## src/hdl/cllis_pkg.sv

```systemverilog
package cllis_pkg;
  // register offsets (byte addresses)
  localparam logic [7:0] CLLIS_OFS_LINK_CONTROL = 8'h44;
  localparam logic [7:0] CLLIS_OFS_LINK_STATUS  = 8'h48;
  // link control fields
  localparam int CLLIS_CTL_STALL_LO = 16;
  localparam int CLLIS_CTL_STALL_HI = 17;
  localparam logic [31:0] CLLIS_CTL_RESET   = 32'h0000_0000;
  localparam logic [31:0] CLLIS_CTL_WR_MASK = 32'h0003_0000;
  // link status fields
  localparam int CLLIS_STS_INIT_LSB = 24;
  localparam int CLLIS_STS_ADAPT_LSB = 0;
  localparam int CLLIS_STS_BASE_LSB  = 8;
  localparam int CLLIS_CRED_W = 8;
  // parameter exchange
  localparam int CLLIS_PARAM_W = 16;
  localparam logic [3:0] CLLIS_ROUTER_VALUE = 4'h1;
  localparam logic [11:0] CLLIS_LOCAL_ID = 12'h05a; // arbitrary value
  localparam int CLLIS_RSVD_W = 4;
  // init state codes
  typedef enum logic [3:0] {
    CLLIS_ST_WAIT_PHY   = 4'h0,
    CLLIS_ST_SW_STALL   = 4'h1,
    CLLIS_ST_PARAM_XCHG = 4'h2,
    CLLIS_ST_DONE       = 4'h3
  } cllis_state_t;
endpackage

```

## src/hdl/cllis_top.sv

```systemverilog
`timescale 1ns/1ps
`default_nettype none
// Operation
// control bits 17 and 16 force init to stall until software clears them
// status bits 27:24 report the current init state
// internal-stall code shown only for software-forced stalls
// waiting-for-phy code shown while waiting phy, including other internal stalls
// non-zero reserved check field on received packet flags unsupported packet error
// exchange parameters in hardware, store received ones, use them for link
// router parameter sent during exchange carries value one
// status reports transmit-side adaptive and base credit counts
// init state field is read-only and follows live state
module cllis_top
  import cllis_pkg::*;
(
  input  wire logic                     CLK_SYS,       // 25 MHz core clock
  input  wire logic                     RST_N,         // sync reset, active low
  input  wire logic                     REG_WR,        // register write strobe
  input  wire logic                     REG_RD,        // register read strobe
  input  wire logic [7:0]               REG_ADDR,      // register byte address
  input  wire logic [31:0]              REG_WDATA,     // register write data
  output logic      [31:0]              REG_RDATA,     // register read data
  input  wire logic                     PHY_READY,     // physical layer ready (pin)
  input  wire logic                     INT_STALL,     // other internal stall request
  output logic                          TX_PARAM_VLD,  // local parameter word valid
  output logic      [CLLIS_PARAM_W-1:0] TX_PARAM,      // local parameter word
  input  wire logic                     RX_PARAM_VLD,  // partner parameter valid
  input  wire logic [CLLIS_PARAM_W-1:0] RX_PARAM,      // partner parameter word
  output logic      [CLLIS_PARAM_W-1:0] PEER_PARAM,    // stored partner parameters
  output logic                          LINK_UP,       // init complete
  input  wire logic                     RX_PKT_VLD,    // received packet strobe
  input  wire logic [CLLIS_RSVD_W-1:0]  RX_RESERVED_CHECK_FIELD,   // reserved check field of packet
  output logic                          PKT_ERR,       // unsupported packet error pulse
  input  wire logic                     TX_CRED_RET,   // partner returned one credit
  input  wire logic                     TX_CRED_BASE,  // returned credit is base network
  input  wire logic                     TX_CRED_USE,   // transmitter consumed one credit
  input  wire logic                     TX_USE_BASE    // consumed credit is base network
);

  // two-flop synchronisers for pin inputs
  logic [1:0] phy_sync_q, phy_sync_d;
  always_comb begin
    phy_sync_d = {phy_sync_q[0], PHY_READY};
  end
  always_ff @(posedge CLK_SYS) begin
    if (!RST_N) phy_sync_q <= 2'b00;
    else phy_sync_q <= phy_sync_d;
  end
  wire logic phy_ready_s = phy_sync_q[1];

  // control register: only stall bits are writable
  logic [31:0] ctl_q, ctl_d;
  always_comb begin
    ctl_d = ctl_q;
    if (REG_WR && REG_ADDR == CLLIS_OFS_LINK_CONTROL) begin
      ctl_d = REG_WDATA & CLLIS_CTL_WR_MASK;
    end
  end
  always_ff @(posedge CLK_SYS) begin
    if (!RST_N) ctl_q <= CLLIS_CTL_RESET;
    else ctl_q <= ctl_d;
  end
  wire logic sw_stall = ctl_q[CLLIS_CTL_STALL_HI] | ctl_q[CLLIS_CTL_STALL_LO];

  // init state machine
  cllis_state_t st_q, st_d;
  logic [CLLIS_PARAM_W-1:0] peer_q, peer_d;
  logic                     up_q, up_d;
  always_comb begin
    st_d   = st_q;
    peer_d = peer_q;
    up_d   = 1'b0;
    case (st_q)
      CLLIS_ST_WAIT_PHY: begin
        // other internal stalls just hold here, showing the wait code
        if (sw_stall) st_d = CLLIS_ST_SW_STALL;
        else if (phy_ready_s && !INT_STALL) st_d = CLLIS_ST_PARAM_XCHG;
      end
      CLLIS_ST_SW_STALL: begin
        if (!sw_stall) st_d = CLLIS_ST_WAIT_PHY;
      end
      CLLIS_ST_PARAM_XCHG: begin
        // a software stall halts an exchange in progress; a live link is left alone
        if (sw_stall) st_d = CLLIS_ST_SW_STALL;
        else if (!phy_ready_s) st_d = CLLIS_ST_WAIT_PHY;
        else if (RX_PARAM_VLD) begin
          peer_d = RX_PARAM;
          st_d   = CLLIS_ST_DONE;
        end
      end
      CLLIS_ST_DONE: begin
        up_d = phy_ready_s;
        if (!phy_ready_s) st_d = CLLIS_ST_WAIT_PHY;
      end
      default: st_d = CLLIS_ST_WAIT_PHY;
    endcase
  end
  always_ff @(posedge CLK_SYS) begin
    if (!RST_N) begin
      st_q   <= CLLIS_ST_WAIT_PHY;
      peer_q <= '0;
      up_q   <= 1'b0;
    end else begin
      st_q   <= st_d;
      peer_q <= peer_d;
      up_q   <= up_d;
    end
  end

  // transmit credit counters, partner returns and local use
  function automatic logic [CLLIS_CRED_W-1:0] cred_next(
    input logic [CLLIS_CRED_W-1:0] cnt,
    input logic                    inc,
    input logic                    dec
  );
    logic [CLLIS_CRED_W-1:0] r;
    r = cnt;
    if (inc && !dec && cnt != '1) r = cnt + 1'b1;
    else if (dec && !inc && cnt != '0) r = cnt - 1'b1;
    return r;
  endfunction
  logic [CLLIS_CRED_W-1:0] adapt_q, adapt_d, base_q, base_d;
  logic                    use_ok;
  always_comb begin
    use_ok  = up_q & TX_CRED_USE;
    adapt_d = cred_next(adapt_q, up_q & TX_CRED_RET & ~TX_CRED_BASE,
                        use_ok & ~TX_USE_BASE);
    base_d  = cred_next(base_q, up_q & TX_CRED_RET & TX_CRED_BASE,
                        use_ok & TX_USE_BASE);
    if (!up_q) begin
      // credits are only meaningful on a live link
      adapt_d = '0;
      base_d  = '0;
    end
  end
  always_ff @(posedge CLK_SYS) begin
    if (!RST_N) begin
      adapt_q <= '0;
      base_q  <= '0;
    end else begin
      adapt_q <= adapt_d;
      base_q  <= base_d;
    end
  end

  // outputs: parameter send, error flag, read data
  logic [31:0]              rdata_q, rdata_d;
  logic                     err_q, err_d, txv_q, txv_d;
  logic [CLLIS_PARAM_W-1:0] txp_q, txp_d;
  logic [31:0]              sts;
  always_comb begin
    sts = '0;
    sts[CLLIS_STS_INIT_LSB +: 4]             = st_q;
    sts[CLLIS_STS_ADAPT_LSB +: CLLIS_CRED_W] = adapt_q;
    sts[CLLIS_STS_BASE_LSB +: CLLIS_CRED_W]  = base_q;
    rdata_d = 32'h0000_0000;
    if (REG_RD) begin
      if (REG_ADDR == CLLIS_OFS_LINK_CONTROL) rdata_d = ctl_q;
      else if (REG_ADDR == CLLIS_OFS_LINK_STATUS) rdata_d = sts;
    end
    err_d = RX_PKT_VLD && (RX_RESERVED_CHECK_FIELD != '0);
    txv_d = (st_d == CLLIS_ST_PARAM_XCHG);
    txp_d = {CLLIS_ROUTER_VALUE, CLLIS_LOCAL_ID};
  end
  always_ff @(posedge CLK_SYS) begin
    if (!RST_N) begin
      rdata_q <= '0;
      err_q   <= 1'b0;
      txv_q   <= 1'b0;
      txp_q   <= '0;
    end else begin
      rdata_q <= rdata_d;
      err_q   <= err_d;
      txv_q   <= txv_d;
      txp_q   <= txp_d;
    end
  end

  assign REG_RDATA    = rdata_q;
  assign PKT_ERR      = err_q;
  assign TX_PARAM_VLD = txv_q;
  assign TX_PARAM     = txp_q;
  assign PEER_PARAM   = peer_q;
  assign LINK_UP      = up_q;

  // checks
  a_stall_holds: assert property (@(posedge CLK_SYS) disable iff (!RST_N)
    sw_stall && st_q != CLLIS_ST_DONE |=> st_q == CLLIS_ST_SW_STALL)
    else $error("init advanced under software stall");
  a_status_field: assert property (@(posedge CLK_SYS) disable iff (!RST_N)
    REG_RD && REG_ADDR == CLLIS_OFS_LINK_STATUS |=> REG_RDATA[27:24] == $past(st_q))
    else $error("status field does not show init state");
  a_stall_code_sw: assert property (@(posedge CLK_SYS) disable iff (!RST_N)
    st_q == CLLIS_ST_SW_STALL |-> $past(sw_stall))
    else $error("stall code without software stall");
  a_wait_code_int: assert property (@(posedge CLK_SYS) disable iff (!RST_N)
    st_q == CLLIS_ST_WAIT_PHY && INT_STALL && !sw_stall |=> st_q == CLLIS_ST_WAIT_PHY)
    else $error("internal stall left wait code");
  a_rsvd_error: assert property (@(posedge CLK_SYS) disable iff (!RST_N)
    RX_PKT_VLD && RX_RESERVED_CHECK_FIELD != '0 |=> PKT_ERR)
    else $error("reserved check violation not flagged");
  a_peer_stored: assert property (@(posedge CLK_SYS) disable iff (!RST_N)
    st_q == CLLIS_ST_PARAM_XCHG && phy_ready_s && RX_PARAM_VLD && !sw_stall
    |=> PEER_PARAM == $past(RX_PARAM) ##1 LINK_UP || !phy_ready_s)
    else $error("partner parameters not stored");
  a_router_one: assert property (@(posedge CLK_SYS) disable iff (!RST_N)
    TX_PARAM_VLD |-> TX_PARAM[15:12] == 4'h1)
    else $error("router parameter not one");
  a_credit_tx: assert property (@(posedge CLK_SYS) disable iff (!RST_N)
    up_q && TX_CRED_RET && !TX_CRED_BASE && !TX_CRED_USE && adapt_q != 8'hff && up_d
    |=> adapt_q == $past(adapt_q) + 8'h01)
    else $error("adaptive transmit credit not counted");
  a_init_ro: assert property (@(posedge CLK_SYS) disable iff (!RST_N)
    REG_WR && REG_ADDR == CLLIS_OFS_LINK_STATUS && st_q == CLLIS_ST_DONE && phy_ready_s
    |=> st_q == CLLIS_ST_DONE)
    else $error("status write disturbed init state");
  c_sw_stall: cover property (@(posedge CLK_SYS) disable iff (!RST_N)
    st_q == CLLIS_ST_SW_STALL ##1 st_q == CLLIS_ST_WAIT_PHY);
  c_link_up: cover property (@(posedge CLK_SYS) disable iff (!RST_N) $rose(LINK_UP));
  c_pkt_err: cover property (@(posedge CLK_SYS) disable iff (!RST_N) PKT_ERR);

endmodule
`default_nettype wire

```

## config.mk

```make
export PLATFORM = sky130hd
export DESIGN_NAME = cllis_top
export DESIGN_NICKNAME = d
export VERILOG_FILES = /design/src/hdl/cllis_pkg.sv /design/src/hdl/cllis_top.sv
export SDC_FILE = /design/constraint.sdc
export NUM_CORES = 1
export LEC_CHECK = 0
export ABC_AREA = 1
export BUFFER_PORTS_ARGS = -buffer_cell sky130_fd_sc_hd__buf_2
export CAP_MARGIN = 30
export CORE_UTILIZATION = 51
export CTS_CLUSTER_DIAMETER = 200
export CTS_CLUSTER_SIZE = 25
export DETAILED_ROUTE_END_ITERATION = 10
export PLACE_DENSITY = 0.86
export SYNTH_ARGS = -nofsm -noshare
export SYNTH_HDL_FRONTEND = slang
export SYNTH_SLANG_ARGS = --single-unit
export TNS_END_PERCENT = 1
```

## constraint.sdc

```tcl
create_clock -name CLK_SYS -period 5.4 [get_ports CLK_SYS]
set_clock_uncertainty 0.1 [all_clocks]
set_input_delay 1.35 -clock CLK_SYS [delete_from_list [all_inputs] [get_ports CLK_SYS]]
set_output_delay 1.35 -clock CLK_SYS [all_outputs]
set_load 0.01 [all_outputs]
```

# Word level (Yosys, flattened, before mapping)
# Index checks and enable logic that the tools add are counted.
[classes] add_sub_neg=4 n_eq_ne=8 mux=15 bitwise_logic=12 n_reduce_logical=27
[op_table] op="$mux W8" n=4
[op_table] op="$mux W4" n=7
[op_table] op="$mux W18" n=1
[op_table] op="$add A8 B1 Y8 const B" n=2
[op_table] op="$eq A8 B7 Y1 const B" n=2
[op_table] op="$mux W16" n=1
[op_table] op="$ne A8 B8 Y1 const B" n=2
[op_table] op="$pmux W4 S4" n=1
[op_table] op="$reduce_bool A8 Y1" n=2
[op_table] op="$sub A8 B1 Y8 const B" n=2
[op_table] op="$mux W13" n=1
[op_table] op="$eq A4 B2 Y1 const B" n=3
[op_table] op="$logic_and A1 B1 Y1" n=11
[op_table] op="$and A1 B1 Y1" n=6
[op_table] op="$reduce_and A2 Y1" n=3
[op_table] op="$logic_not A1 Y1" n=5
[op_table] op="$not A1 Y1" n=5
[op_table] op="$eq A4 B1 Y1 const B" n=1
[op_table] op="$logic_not A4 Y1" n=1
[op_table] op="$reduce_and A4 Y1" n=1
[op_table] op="$reduce_bool A2 Y1" n=2
[op_table] op="$reduce_bool A4 Y1" n=1
[op_table] op="$reduce_or A3 Y1" n=1
[op_table] op="$or A1 B1 Y1" n=1
[totals] register_bits=81 input_bits=72 wordCells=78

# Longest topological paths before layout
# Gate-level depths: netlist of the first run.
[depth] word_depth=7 ltp_mapped=13

# Least setup slack after synthesis of the first run
# Ideal clock, no wire load.
[synth_timing] kind="input-to-reg" startpoint="input port TX_CRED_RET" endpoint="register base_q[7]" setup_ps=115 t_arrival_ps=2784 setup_slack_ps=2401 cell_stages=11 n_path_buf=0 cell_sequence="nand3_1 nor2_1 nand2_1 ha_1 or2_2 nand3_1 nand2_1 nand2_1 nand3_1 nand2_1 nor2_1"
[synth_between] elab_chain_len=6
[synth_rtl] item="from (decl)" line="cllis_top.sv:34" source="input wire logic TX_CRED_RET,"
[synth_rtl] item="$and A1 B1 Y1 (*) (2 in a row)" line="cllis_top.sv:128" source="base_d = cred_next(base_q, up_q & TX_CRED_RET & TX_CRED_BASE,"
[synth_rtl] item="$logic_not A1 Y1" line="cllis_top.sv:119" source="else if (dec && !inc && cnt != '0) r = cnt - 1'b1;"
[synth_rtl] item="$logic_and A1 B1 Y1 (2 in a row)" line="cllis_top.sv:119"
[synth_rtl] item="$reduce_bool A2 Y1 (no line)"
[synth_rtl] item="to (signal assigned)" line="cllis_top.sv:142" source="base_q <= base_d;"
[synth_rtl] item="to (decl)" line="cllis_top.sv:122" source="logic [CLLIS_CRED_W-1:0] adapt_q, adapt_d, base_q, base_d;"
# Every way passes the cells marked *; elsewhere a longest branch is shown, timed or not.
# A chain may end at the register's enable or synchronous reset.

# Worst setup path in the final report of the first run
[layout_timing] startpoint="input port TX_CRED_USE" endpoint="register base_q[7]"
[layout_between] elab_chain_len=6
[layout_rtl] item="from (decl)" line="cllis_top.sv:36" source="input wire logic TX_CRED_USE,"
[layout_rtl] item="$and A1 B1 Y1 (*)" line="cllis_top.sv:125" source="use_ok = up_q & TX_CRED_USE;"
[layout_rtl] item="$and A1 B1 Y1 (*)" line="cllis_top.sv:129" source="use_ok & TX_USE_BASE);"
[layout_rtl] item="$logic_not A1 Y1" line="cllis_top.sv:118" source="if (inc && !dec && cnt != '1) r = cnt + 1'b1;"
[layout_rtl] item="$logic_and A1 B1 Y1 (2 in a row)" line="cllis_top.sv:118"
[layout_rtl] item="$mux W8 or $reduce_bool A2 Y1 (tied branches)"
# Marks and branches as above.

==> results of run 1 <==
[worst max-delay path: stages]
cell	delay, ps
sky130_fd_sc_hd__buf_2	100
sky130_fd_sc_hd__nand2_2	70
sky130_fd_sc_hd__nor2_2	40
sky130_fd_sc_hd__nor2_1	160
sky130_fd_sc_hd__nand2_1	290
sky130_fd_sc_hd__ha_1	430
sky130_fd_sc_hd__or2_2	330
sky130_fd_sc_hd__nand3_1	110
sky130_fd_sc_hd__nand2_1	60
sky130_fd_sc_hd__nand2_1	80
sky130_fd_sc_hd__nand3_1	80
sky130_fd_sc_hd__nand2_1	60
sky130_fd_sc_hd__nor2_1	40
[final cells by class]
| class | count | share of cell area (%) |
|---|---|---|
| Clock inverter | 5 | 2.078 |
| Multi-Input combinational cell | 297 | 39.83 |
| Tap cell | 75 | 2.514 |
| Inverter | 47 | 4.727 |
| Clock buffer | 11 | 3.788 |
| Sequential cell | 66 | 35.40 |
| Timing Repair Buffer | 87 | 11.67 |
[synth_stat cells, drive strengths merged]
cell type / count
xor2: 1
ha: 12
a31oi: 1
nand2b: 2
fa: 2
buf: 28
o21ai: 33
nor2: 91
clkbuf: 6
nor2b: 1
inv: 47
nand3: 14
nor3: 1
xnor2: 5
o22ai: 1
or2: 2
nand3b: 2
nor4: 1
nand4: 10
nand2: 70
dfxtp: 66
conb: 1
and2: 1
a21oi: 24
[final timing paths]
kind,startpoint,end,slack [ps],cells after the start
max,TX_CRED_USE,base_q[7]$_SDFFE_PN0P_,2320,13
min,phy_sync_q[0]$_SDFF_PN0_,phy_sync_q[1]$_SDFF_PN0_,320,2
max reg2reg,LINK_UP$_SDFF_PN0_,base_q[7]$_SDFFE_PN0P_,2960,11
min reg2reg,phy_sync_q[0]$_SDFF_PN0_,phy_sync_q[1]$_SDFF_PN0_,320,2
[sequential cells by signal (all words and copies together), names as in the netlist, 2 cells and up]
register,cells
PEER_PARAM,16
st_q,4
ctl_q,2
REG_RDATA,22
adapt_q,8
phy_sync_q,2
base_q,8
[metrics by stage]
stage                     instances  setup WS [ps]  utilization [%]  hold slack [ps]  cell area [um^2]
final                           588           2318            63.04            319.8              3732
after global routing            588           2254            63.04            342.7              3732
after CTS                       588           2365            63.04            323.7              3732
after detailed placement        572           2006            59.34            312.0              3513
after global placement          572           2075            59.34            292.5              3513
after floorplan                 444           2401                -            290.5              3229
[metal layers]
| layer | up-vias | track usage, % | wire (um) |
|---|---|---|---|
| met5 | - | 0 | 0 |
| met4 | 0 | 10.89 | 142 |
| met3 | 16 | 7.045 | 454 |
| met2 | 104 | 39.75 | 3266 |
| met1 | 1271 | 22.99 | 2761 |
| li1 | 1456 | - | - |
[power breakdown]
group / switching, mW / internal, mW
combinational: 0.0205 / 0.0152
sequential: 0.00159 / 0.489
clock: 0.188 / 0.271
[kinds of logic (layout without fill, tap and decap cells)]
| family | count (synthesis) | after routing | share of synthesized area, % |
|---|---|---|---|
| compound gates | 59 | 59 | 10.18 |
| xor+xnor | 6 | 6 | 1.670 |
| fa+ha+maj | 14 | 14 | 6.044 |
| buf+inv | 81 | 150 | 13.40 |
| flops | 66 | 66 | 41.99 |
| other cells | 1 | 23 | 0.1192 |
| simple gates | 195 | 195 | 26.60 |
==> impl_metrics.sql, run 1 <==
INSERT INTO impl_metrics (metric_group, metric, value, unit) VALUES
('drt', 'num_vias', '2847', ''),
('clock_network', 'hold_buffers', '0', ''),
('drt', 'wl', '6625', 'um'),
('global_routing', 'grt_max_degree', '28', ''),
('timing', 'final_min_period_over_clock_period', '57.07', '%'),
('outcome', 'status', 'complete, no violations', ''),
('worst_hold_path', 'hold_class', 'register to register', ''),
('timing', 'slew-limit-headroom', '38.14', '%'),
('clock_network', 'cts-resized-gates', '0', ''),
('clock_network', 'insertion_delay', '340', 'ps'),
('clock_network', 'cts-htree-levels', '3', ''),
('layout', 'fill_cells', '516', ''),
('clock_network', 'clock_tree.buffer_depth', '2', ''),
('timing', 'timing.fmax', '324.5', 'MHz'),
('power_and_ir_drop', 'peakVddDrop', '0.1645', 'mV'),
('yosys', 'syn_area', '3147', 'um^2'),
('critical_path', 'cp.required', '5540', 'ps'),
('yosys', 'synth-seq-area-share', '41.99', '%'),
('job', 'max_cap_violations', '0', ''),
('floorplan', 'die-width', '80.55', 'um'),
('global_routing', 'combined_global_route_utilization_of_all_metal_layers', '22.13', '%'),
('yosys', 'yosys.area.top_type', 'sky130_fd_sc_hd__dfxtp_1', ''),
('placement', 'port_buffers', '87', ''),
('yosys', 'ys_top_cells_by_area', 'sky130_fd_sc_hd__dfxtp_1 42%, sky130_fd_sc_hd__nor2_1 11%, sky130_fd_sc_hd__nand2_1 8.0%', ''),
('power_and_ir_drop', 'design_power_total', '0.9848', 'mW'),
('layout', 'mostFrequentLayoutCell', 'sky130_fd_sc_hd__nor2_1', ''),
('drt', 'drt-vias-per-instance', '4.842', ''),
('floorplan', 'initial_core_utilization', '53.15', '%'),
('layout', 'antenna_cells', '0', ''),
('floorplan', 'die_area', '6488', 'um^2'),
('floorplan', 'die_y', '80.55', 'um'),
('layout', 'nNetsFinal', '594', ''),
('global_routing', 'antenna_violations_before_repair', '0', ''),
('power_and_ir_drop', 'power.static_leakage', '1.821', 'nW'),
('layout', 'commonest_non_fill_non_tap_cells_in_the_layout', '89 x sky130_fd_sc_hd__nor2_1, 87 x sky130_fd_sc_hd__buf_2, 67 x sky130_fd_sc_hd__nand2_1', ''),
('timing', 'final_slew_viol_count', '0', ''),
('drt', 'route.detailed.wl_per_inst', '11.27', 'um'),
('drt', 'drc', '0', ''),
('clock_network', 'clk_root_buffer_cell', 'sky130_fd_sc_hd__clkbuf_8', ''),
('timing', 'totalNegativeSetupSlack', '0', 'ps'),
('clock_network', 'cts_sinks', '66', ''),
('power_and_ir_drop', 'p_per_area', '263.9', 'nW/um^2'),
('timing', 'hold_violations', '0', ''),
('clock_network', 'clock_tree_from_tritoncts', 'built', ''),
('global_routing', 'via_count_of_the_first_global_routing_pass', '2674', ''),
('layout', 'final-seq-area', '1321', 'um^2'),
('floorplan', 'num_rows', '28', ''),
('global_routing', 'grt-ovfl-total', '0', ''),
('critical_path', 'path_max_fanout', '9', ''),
('placement', 'post-dp-hpwl', '4744', 'um'),
('drt', 'dr.first_iter.drc_count', '154', ''),
('clock_network', 'cts.reportedPaths.clkPinSlew', '70', 'ps'),
('drt', 'drtPass1Iterations', '4', ''),
('floorplan', 'ioPinCount', '139', ''),
('global_routing', 'global_route_wire_length_before_repair', '10920', 'um'),
('critical_path', 'arrival', '3220', 'ps'),
('critical_path', 'end_kind', 'register', ''),
('layout', 'layout-drive-gt1-share', '23.20', '%'),
('critical_path', 'setup.worst_path.start_class', 'primary input', ''),
('timing', 'grt_setup_unrepaired', 'no', ''),
('yosys', 'synth.ff_latch_count', '66', ''),
('yosys', 'yosysUniqueCellTypes', '35', ''),
('timing', 'setup_viol', '0', ''),
('timing', 'worstMarginPinSlew', '925.1', 'ps'),
('critical_path', 'worstSetupPathType', 'primary input to register', ''),
('layout', 'area_used_by_multi_input_combinational_logic', '1486', 'um^2'),
('layout', 'flow.area_growth_from_synthesis', '18.61', '%'),
('yosys', 'synthesis.yosys.warnings', '0', ''),
('clock_network', 'post_cts.repair.setup_buffers', '0', ''),
('yosys', 'postSynthAreaPerCell', '7.457', 'um^2'),
('drt', 'final_antenna_net_count', '0', ''),
('floorplan', 'core_area', '5921', 'um^2'),
('yosys', 'post-synth-top-area-fraction', '41.99', '%'),
('placement', 'place.gp.congestion', '0.8394', ''),
('yosys', 'number_of_cells_produced_by_synthesis', '422', ''),
('timing', 'finalCriticalPeriod', '3082', 'ps'),
('clock_network', 'cts-buffers-inserted', '9', '');
Power figures use the tool's default switching activity.
==> run 2: changes to the inputs <==
--- a/config.mk
+++ b/config.mk
@@ -8,11 +8,11 @@
 export ABC_AREA = 1
 export BUFFER_PORTS_ARGS = -buffer_cell sky130_fd_sc_hd__buf_2
 export CAP_MARGIN = 30
-export CORE_UTILIZATION = 51
+export CORE_UTILIZATION = 43
 export CTS_CLUSTER_DIAMETER = 200
 export CTS_CLUSTER_SIZE = 25
 export DETAILED_ROUTE_END_ITERATION = 10
-export PLACE_DENSITY = 0.86
+export PLACE_DENSITY = 0.78
 export SYNTH_ARGS = -nofsm -noshare
 export SYNTH_HDL_FRONTEND = slang
 export SYNTH_SLANG_ARGS = --single-unit
==> constraint.sdc (replaced) <==
create_clock -name CLK_SYS -period 2.8 [get_ports CLK_SYS]
set_clock_uncertainty 0.1 [all_clocks]
set_input_delay 0.7 -clock CLK_SYS [delete_from_list [all_inputs] [get_ports CLK_SYS]]
set_output_delay 0.7 -clock CLK_SYS [all_outputs]
set_load 0.01 [all_outputs]
==> run 2 against run 1 <==
Against the previous run:
- cell count rose by 3.7%
- sequential cell count stayed put
- routed wire length decreased by 5.4%
- power up 85%
- die area increased by 18%
- hold slack lost 8.5 ps
- register-to-register slack worse by 2500 ps
- combinational power rose by 91%
- first-iteration DRC count fell by 29%
- critical path type is now register to register
- critical endpoint unchanged
==> impl_metrics.sql, run 2 (same netlist as run 1, synthesis figures left out) <==
INSERT INTO impl_metrics (metric_group, metric, value, unit) VALUES
('outcome', 'status', 'complete, no violations', ''),
('critical_path', 'critical_path.n_buffers_inverters', '0', ''),
('clock_network', 'post_cts.repair.setup_buffers', '0', ''),
('global_routing', 'via_count_of_the_first_global_routing_pass', '2558', ''),
('drt', 'num_vias', '2774', ''),
('drt', 'route.detailed.wl_per_inst', '10.28', 'um'),
('placement', 'dpl_cell_area', '3547', 'um^2'),
('timing', 'finalCriticalPeriod', '2374', 'ps'),
('worst_hold_path', 'hold_class', 'register to register', ''),
('drt', 'drtPass1Iterations', '4', ''),
('floorplan', 'die_area', '7664', 'um^2'),
('critical_path', 'path_max_fanout', '9', ''),
('timing', 'slew-limit-headroom', '60.78', '%'),
('layout', 'final-seq-area', '1321', 'um^2'),
('clock_network', 'hold_buffers', '0', ''),
('timing', 'final_min_period_over_clock_period', '84.78', '%'),
('layout', 'post-route-cell-area', '3750', 'um^2'),
('global_routing', 'grt_max_degree', '28', ''),
('clock_network', 'insertion_delay', '350', 'ps'),
('layout', 'layout-drive-gt1-share', '23.54', '%'),
('floorplan', 'core_area', '6944', 'um^2'),
('clock_network', 'cts-buffers-inserted', '9', ''),
('drt', 'wl', '6268', 'um'),
('floorplan', 'initial_core_utilization', '45.32', '%'),
('critical_path', 'worstSetupPathType', 'register to register', ''),
('floorplan', 'die-width', '87.55', 'um'),
('layout', 'flow.area_growth_from_synthesis', '19.17', '%'),
('power_and_ir_drop', 'design_power_total', '1.823', 'mW'),
('global_routing', 'grt-ovfl-total', '0', ''),
('timing', 'timing.fmax', '421.2', 'MHz'),
('placement', 'place.gp.congestion', '0.8718', ''),
('placement', 'dpl.cell_count', '594', ''),
('critical_path', 'setup.worst_path.start_class', 'register', ''),
('floorplan', 'num_rows', '30', ''),
('timing', 'setup_viol', '0', ''),
('critical_path', 'arrival', '2510', 'ps'),
('timing', 'final_slew_viol_count', '0', ''),
('critical_path', 'crit_path_top_delay_cell', 'sky130_fd_sc_hd__dfxtp_1', ''),
('clock_network', 'clock_tree_from_tritoncts', 'built', ''),
('global_routing', 'antenna_violations_before_repair', '0', ''),
('clock_network', 'cts.reportedPaths.clkPinSlew', '70', 'ps'),
('critical_path', 'cp_slowest_stage_delay', '480', 'ps'),
('layout', 'fill_cells', '646', ''),
('layout', 'largest_reg_flops', '22', ''),
('placement', 'port_buffers', '87', ''),
('clock_network', 'clock_tree.buffer_depth', '2', ''),
('critical_path', 'end_kind', 'register', ''),
('floorplan', 'die_y', '87.55', 'um'),
('critical_path', 'cp.required', '2940', 'ps'),
('timing', 'grt_setup_unrepaired', 'no', ''),
('layout', 'commonest_non_fill_non_tap_cells_in_the_layout', '89 x sky130_fd_sc_hd__nor2_1, 87 x sky130_fd_sc_hd__buf_2, 67 x sky130_fd_sc_hd__nand2_1', ''),
('power_and_ir_drop', 'p_per_area', '486.2', 'nW/um^2'),
('timing', 'fin_hold_ws', '311.3', 'ps'),
('floorplan', 'ioPinCount', '139', ''),
('timing', 'worstMarginPinSlew', '588.2', 'ps'),
('clock_network', 'cts-htree-levels', '3', ''),
('clock_network', 'clk_root_buffer_cell', 'sky130_fd_sc_hd__clkbuf_8', ''),
('drt', 'drt-vias-per-instance', '4.548', ''),
('critical_path', 'worst_path_cell_trace', 'nand2_1 -> nor2_1 -> nand2_1 -> nand2_1 -> ha_1 -> or2_2 -> nand3_1 -> nand2_1 -> nand2_1 -> nand3_1 -> nand2_1 -> nor2_1', ''),
('power_and_ir_drop', 'power.static_leakage', '1.819', 'nW'),
('drt', 'final_antenna_net_count', '0', ''),
('timing', 'hold_violations', '0', ''),
('layout', 'mostFrequentLayoutCell', 'sky130_fd_sc_hd__nor2_1', ''),
('critical_path', 'cp_top_family', 'simple AND/OR/NAND/NOR gates', ''),
('power_and_ir_drop', 'peakVddDrop', '0.2387', 'mV'),
('layout', 'layoutNonFillerInstCount', '610', ''),
('drt', 'drc', '0', ''),
('layout', 'area_used_by_multi_input_combinational_logic', '1486', 'um^2'),
('critical_path', 'crit_path_frequent_cell', 'sky130_fd_sc_hd__nand2_1', ''),
('job', 'max_cap_violations', '0', ''),
('global_routing', 'global_route_wire_length_before_repair', '10550', 'um'),
('clock_network', 'cts-resized-gates', '0', ''),
('timing', 'totalNegativeSetupSlack', '0', 'ps'),
('global_routing', 'combined_global_route_utilization_of_all_metal_layers', '17.72', '%'),
('layout', 'nNetsFinal', '595', ''),
('layout', 'antenna_cells', '0', ''),
('placement', 'post-dp-hpwl', '4629', 'um'),
('clock_network', 'cts_sinks', '66', ''),
('drt', 'dr.first_iter.drc_count', '110', '');
## run 2: stage by stage
step                      util [%]  worst slack [ps]
after floorplan                  -             451.4
after global placement       51.08             153.0
after detailed placement     51.08             104.6
after CTS                    54.00             399.9
after global routing         54.00             202.0
final                        54.00             426.1
## run 2: worst register-to-register path: stages (launching register included)
cell	delay (ps)
sky130_fd_sc_hd__dfxtp_1	480
sky130_fd_sc_hd__nand2_1	80
sky130_fd_sc_hd__nor2_1	110
sky130_fd_sc_hd__nand2_1	60
sky130_fd_sc_hd__nand2_1	280
sky130_fd_sc_hd__ha_1	360
sky130_fd_sc_hd__or2_2	340
sky130_fd_sc_hd__nand3_1	120
sky130_fd_sc_hd__nand2_1	70
sky130_fd_sc_hd__nand2_1	90
sky130_fd_sc_hd__nand3_1	80
sky130_fd_sc_hd__nand2_1	60
sky130_fd_sc_hd__nor2_1	50
## run 2: per-layer routing
metal | GRT usage (%) | vias up | share of wire, %
met5 | 0 | - | 0
met4 | 11.62 | 0 | 2.7
met3 | 2.922 | 16 | 4.3
met2 | 31.96 | 80 | 50
met1 | 19.17 | 1218 | 43
li1 | - | 1460 | -
## run 2: final timing paths
path	startpoint	end	slack (ps)	cells after the start
worst max-delay path	base_q[0]$_SDFFE_PN0P_	base_q[7]$_SDFFE_PN0P_	430	12
worst min-delay path	phy_sync_q[0]$_SDFF_PN0_	phy_sync_q[1]$_SDFF_PN0_	310	2
worst max register to register	base_q[0]$_SDFFE_PN0P_	base_q[7]$_SDFFE_PN0P_	430	12
worst min register to register	phy_sync_q[0]$_SDFF_PN0_	phy_sync_q[1]$_SDFF_PN0_	310	2
## run 2: power breakdown
part | leakage (nW) | total [mW] | internal (mW) | switching [mW]
sequential | 0.533 | 0.946 | 0.943 | 0.00302
clock | 0.103 | 0.809 | 0.436 | 0.373
combinational | 1.18 | 0.0683 | 0.0293 | 0.0390
## run 2: cell type report
cell class,instances,share of cell area (%)
flip-flops and latches,66,35.24
repair buffers,88,11.81
well taps,96,3.203
clock inverters,6,1.735
multi-input cells,297,39.64
clock buffers,10,3.670
inverters,47,4.705
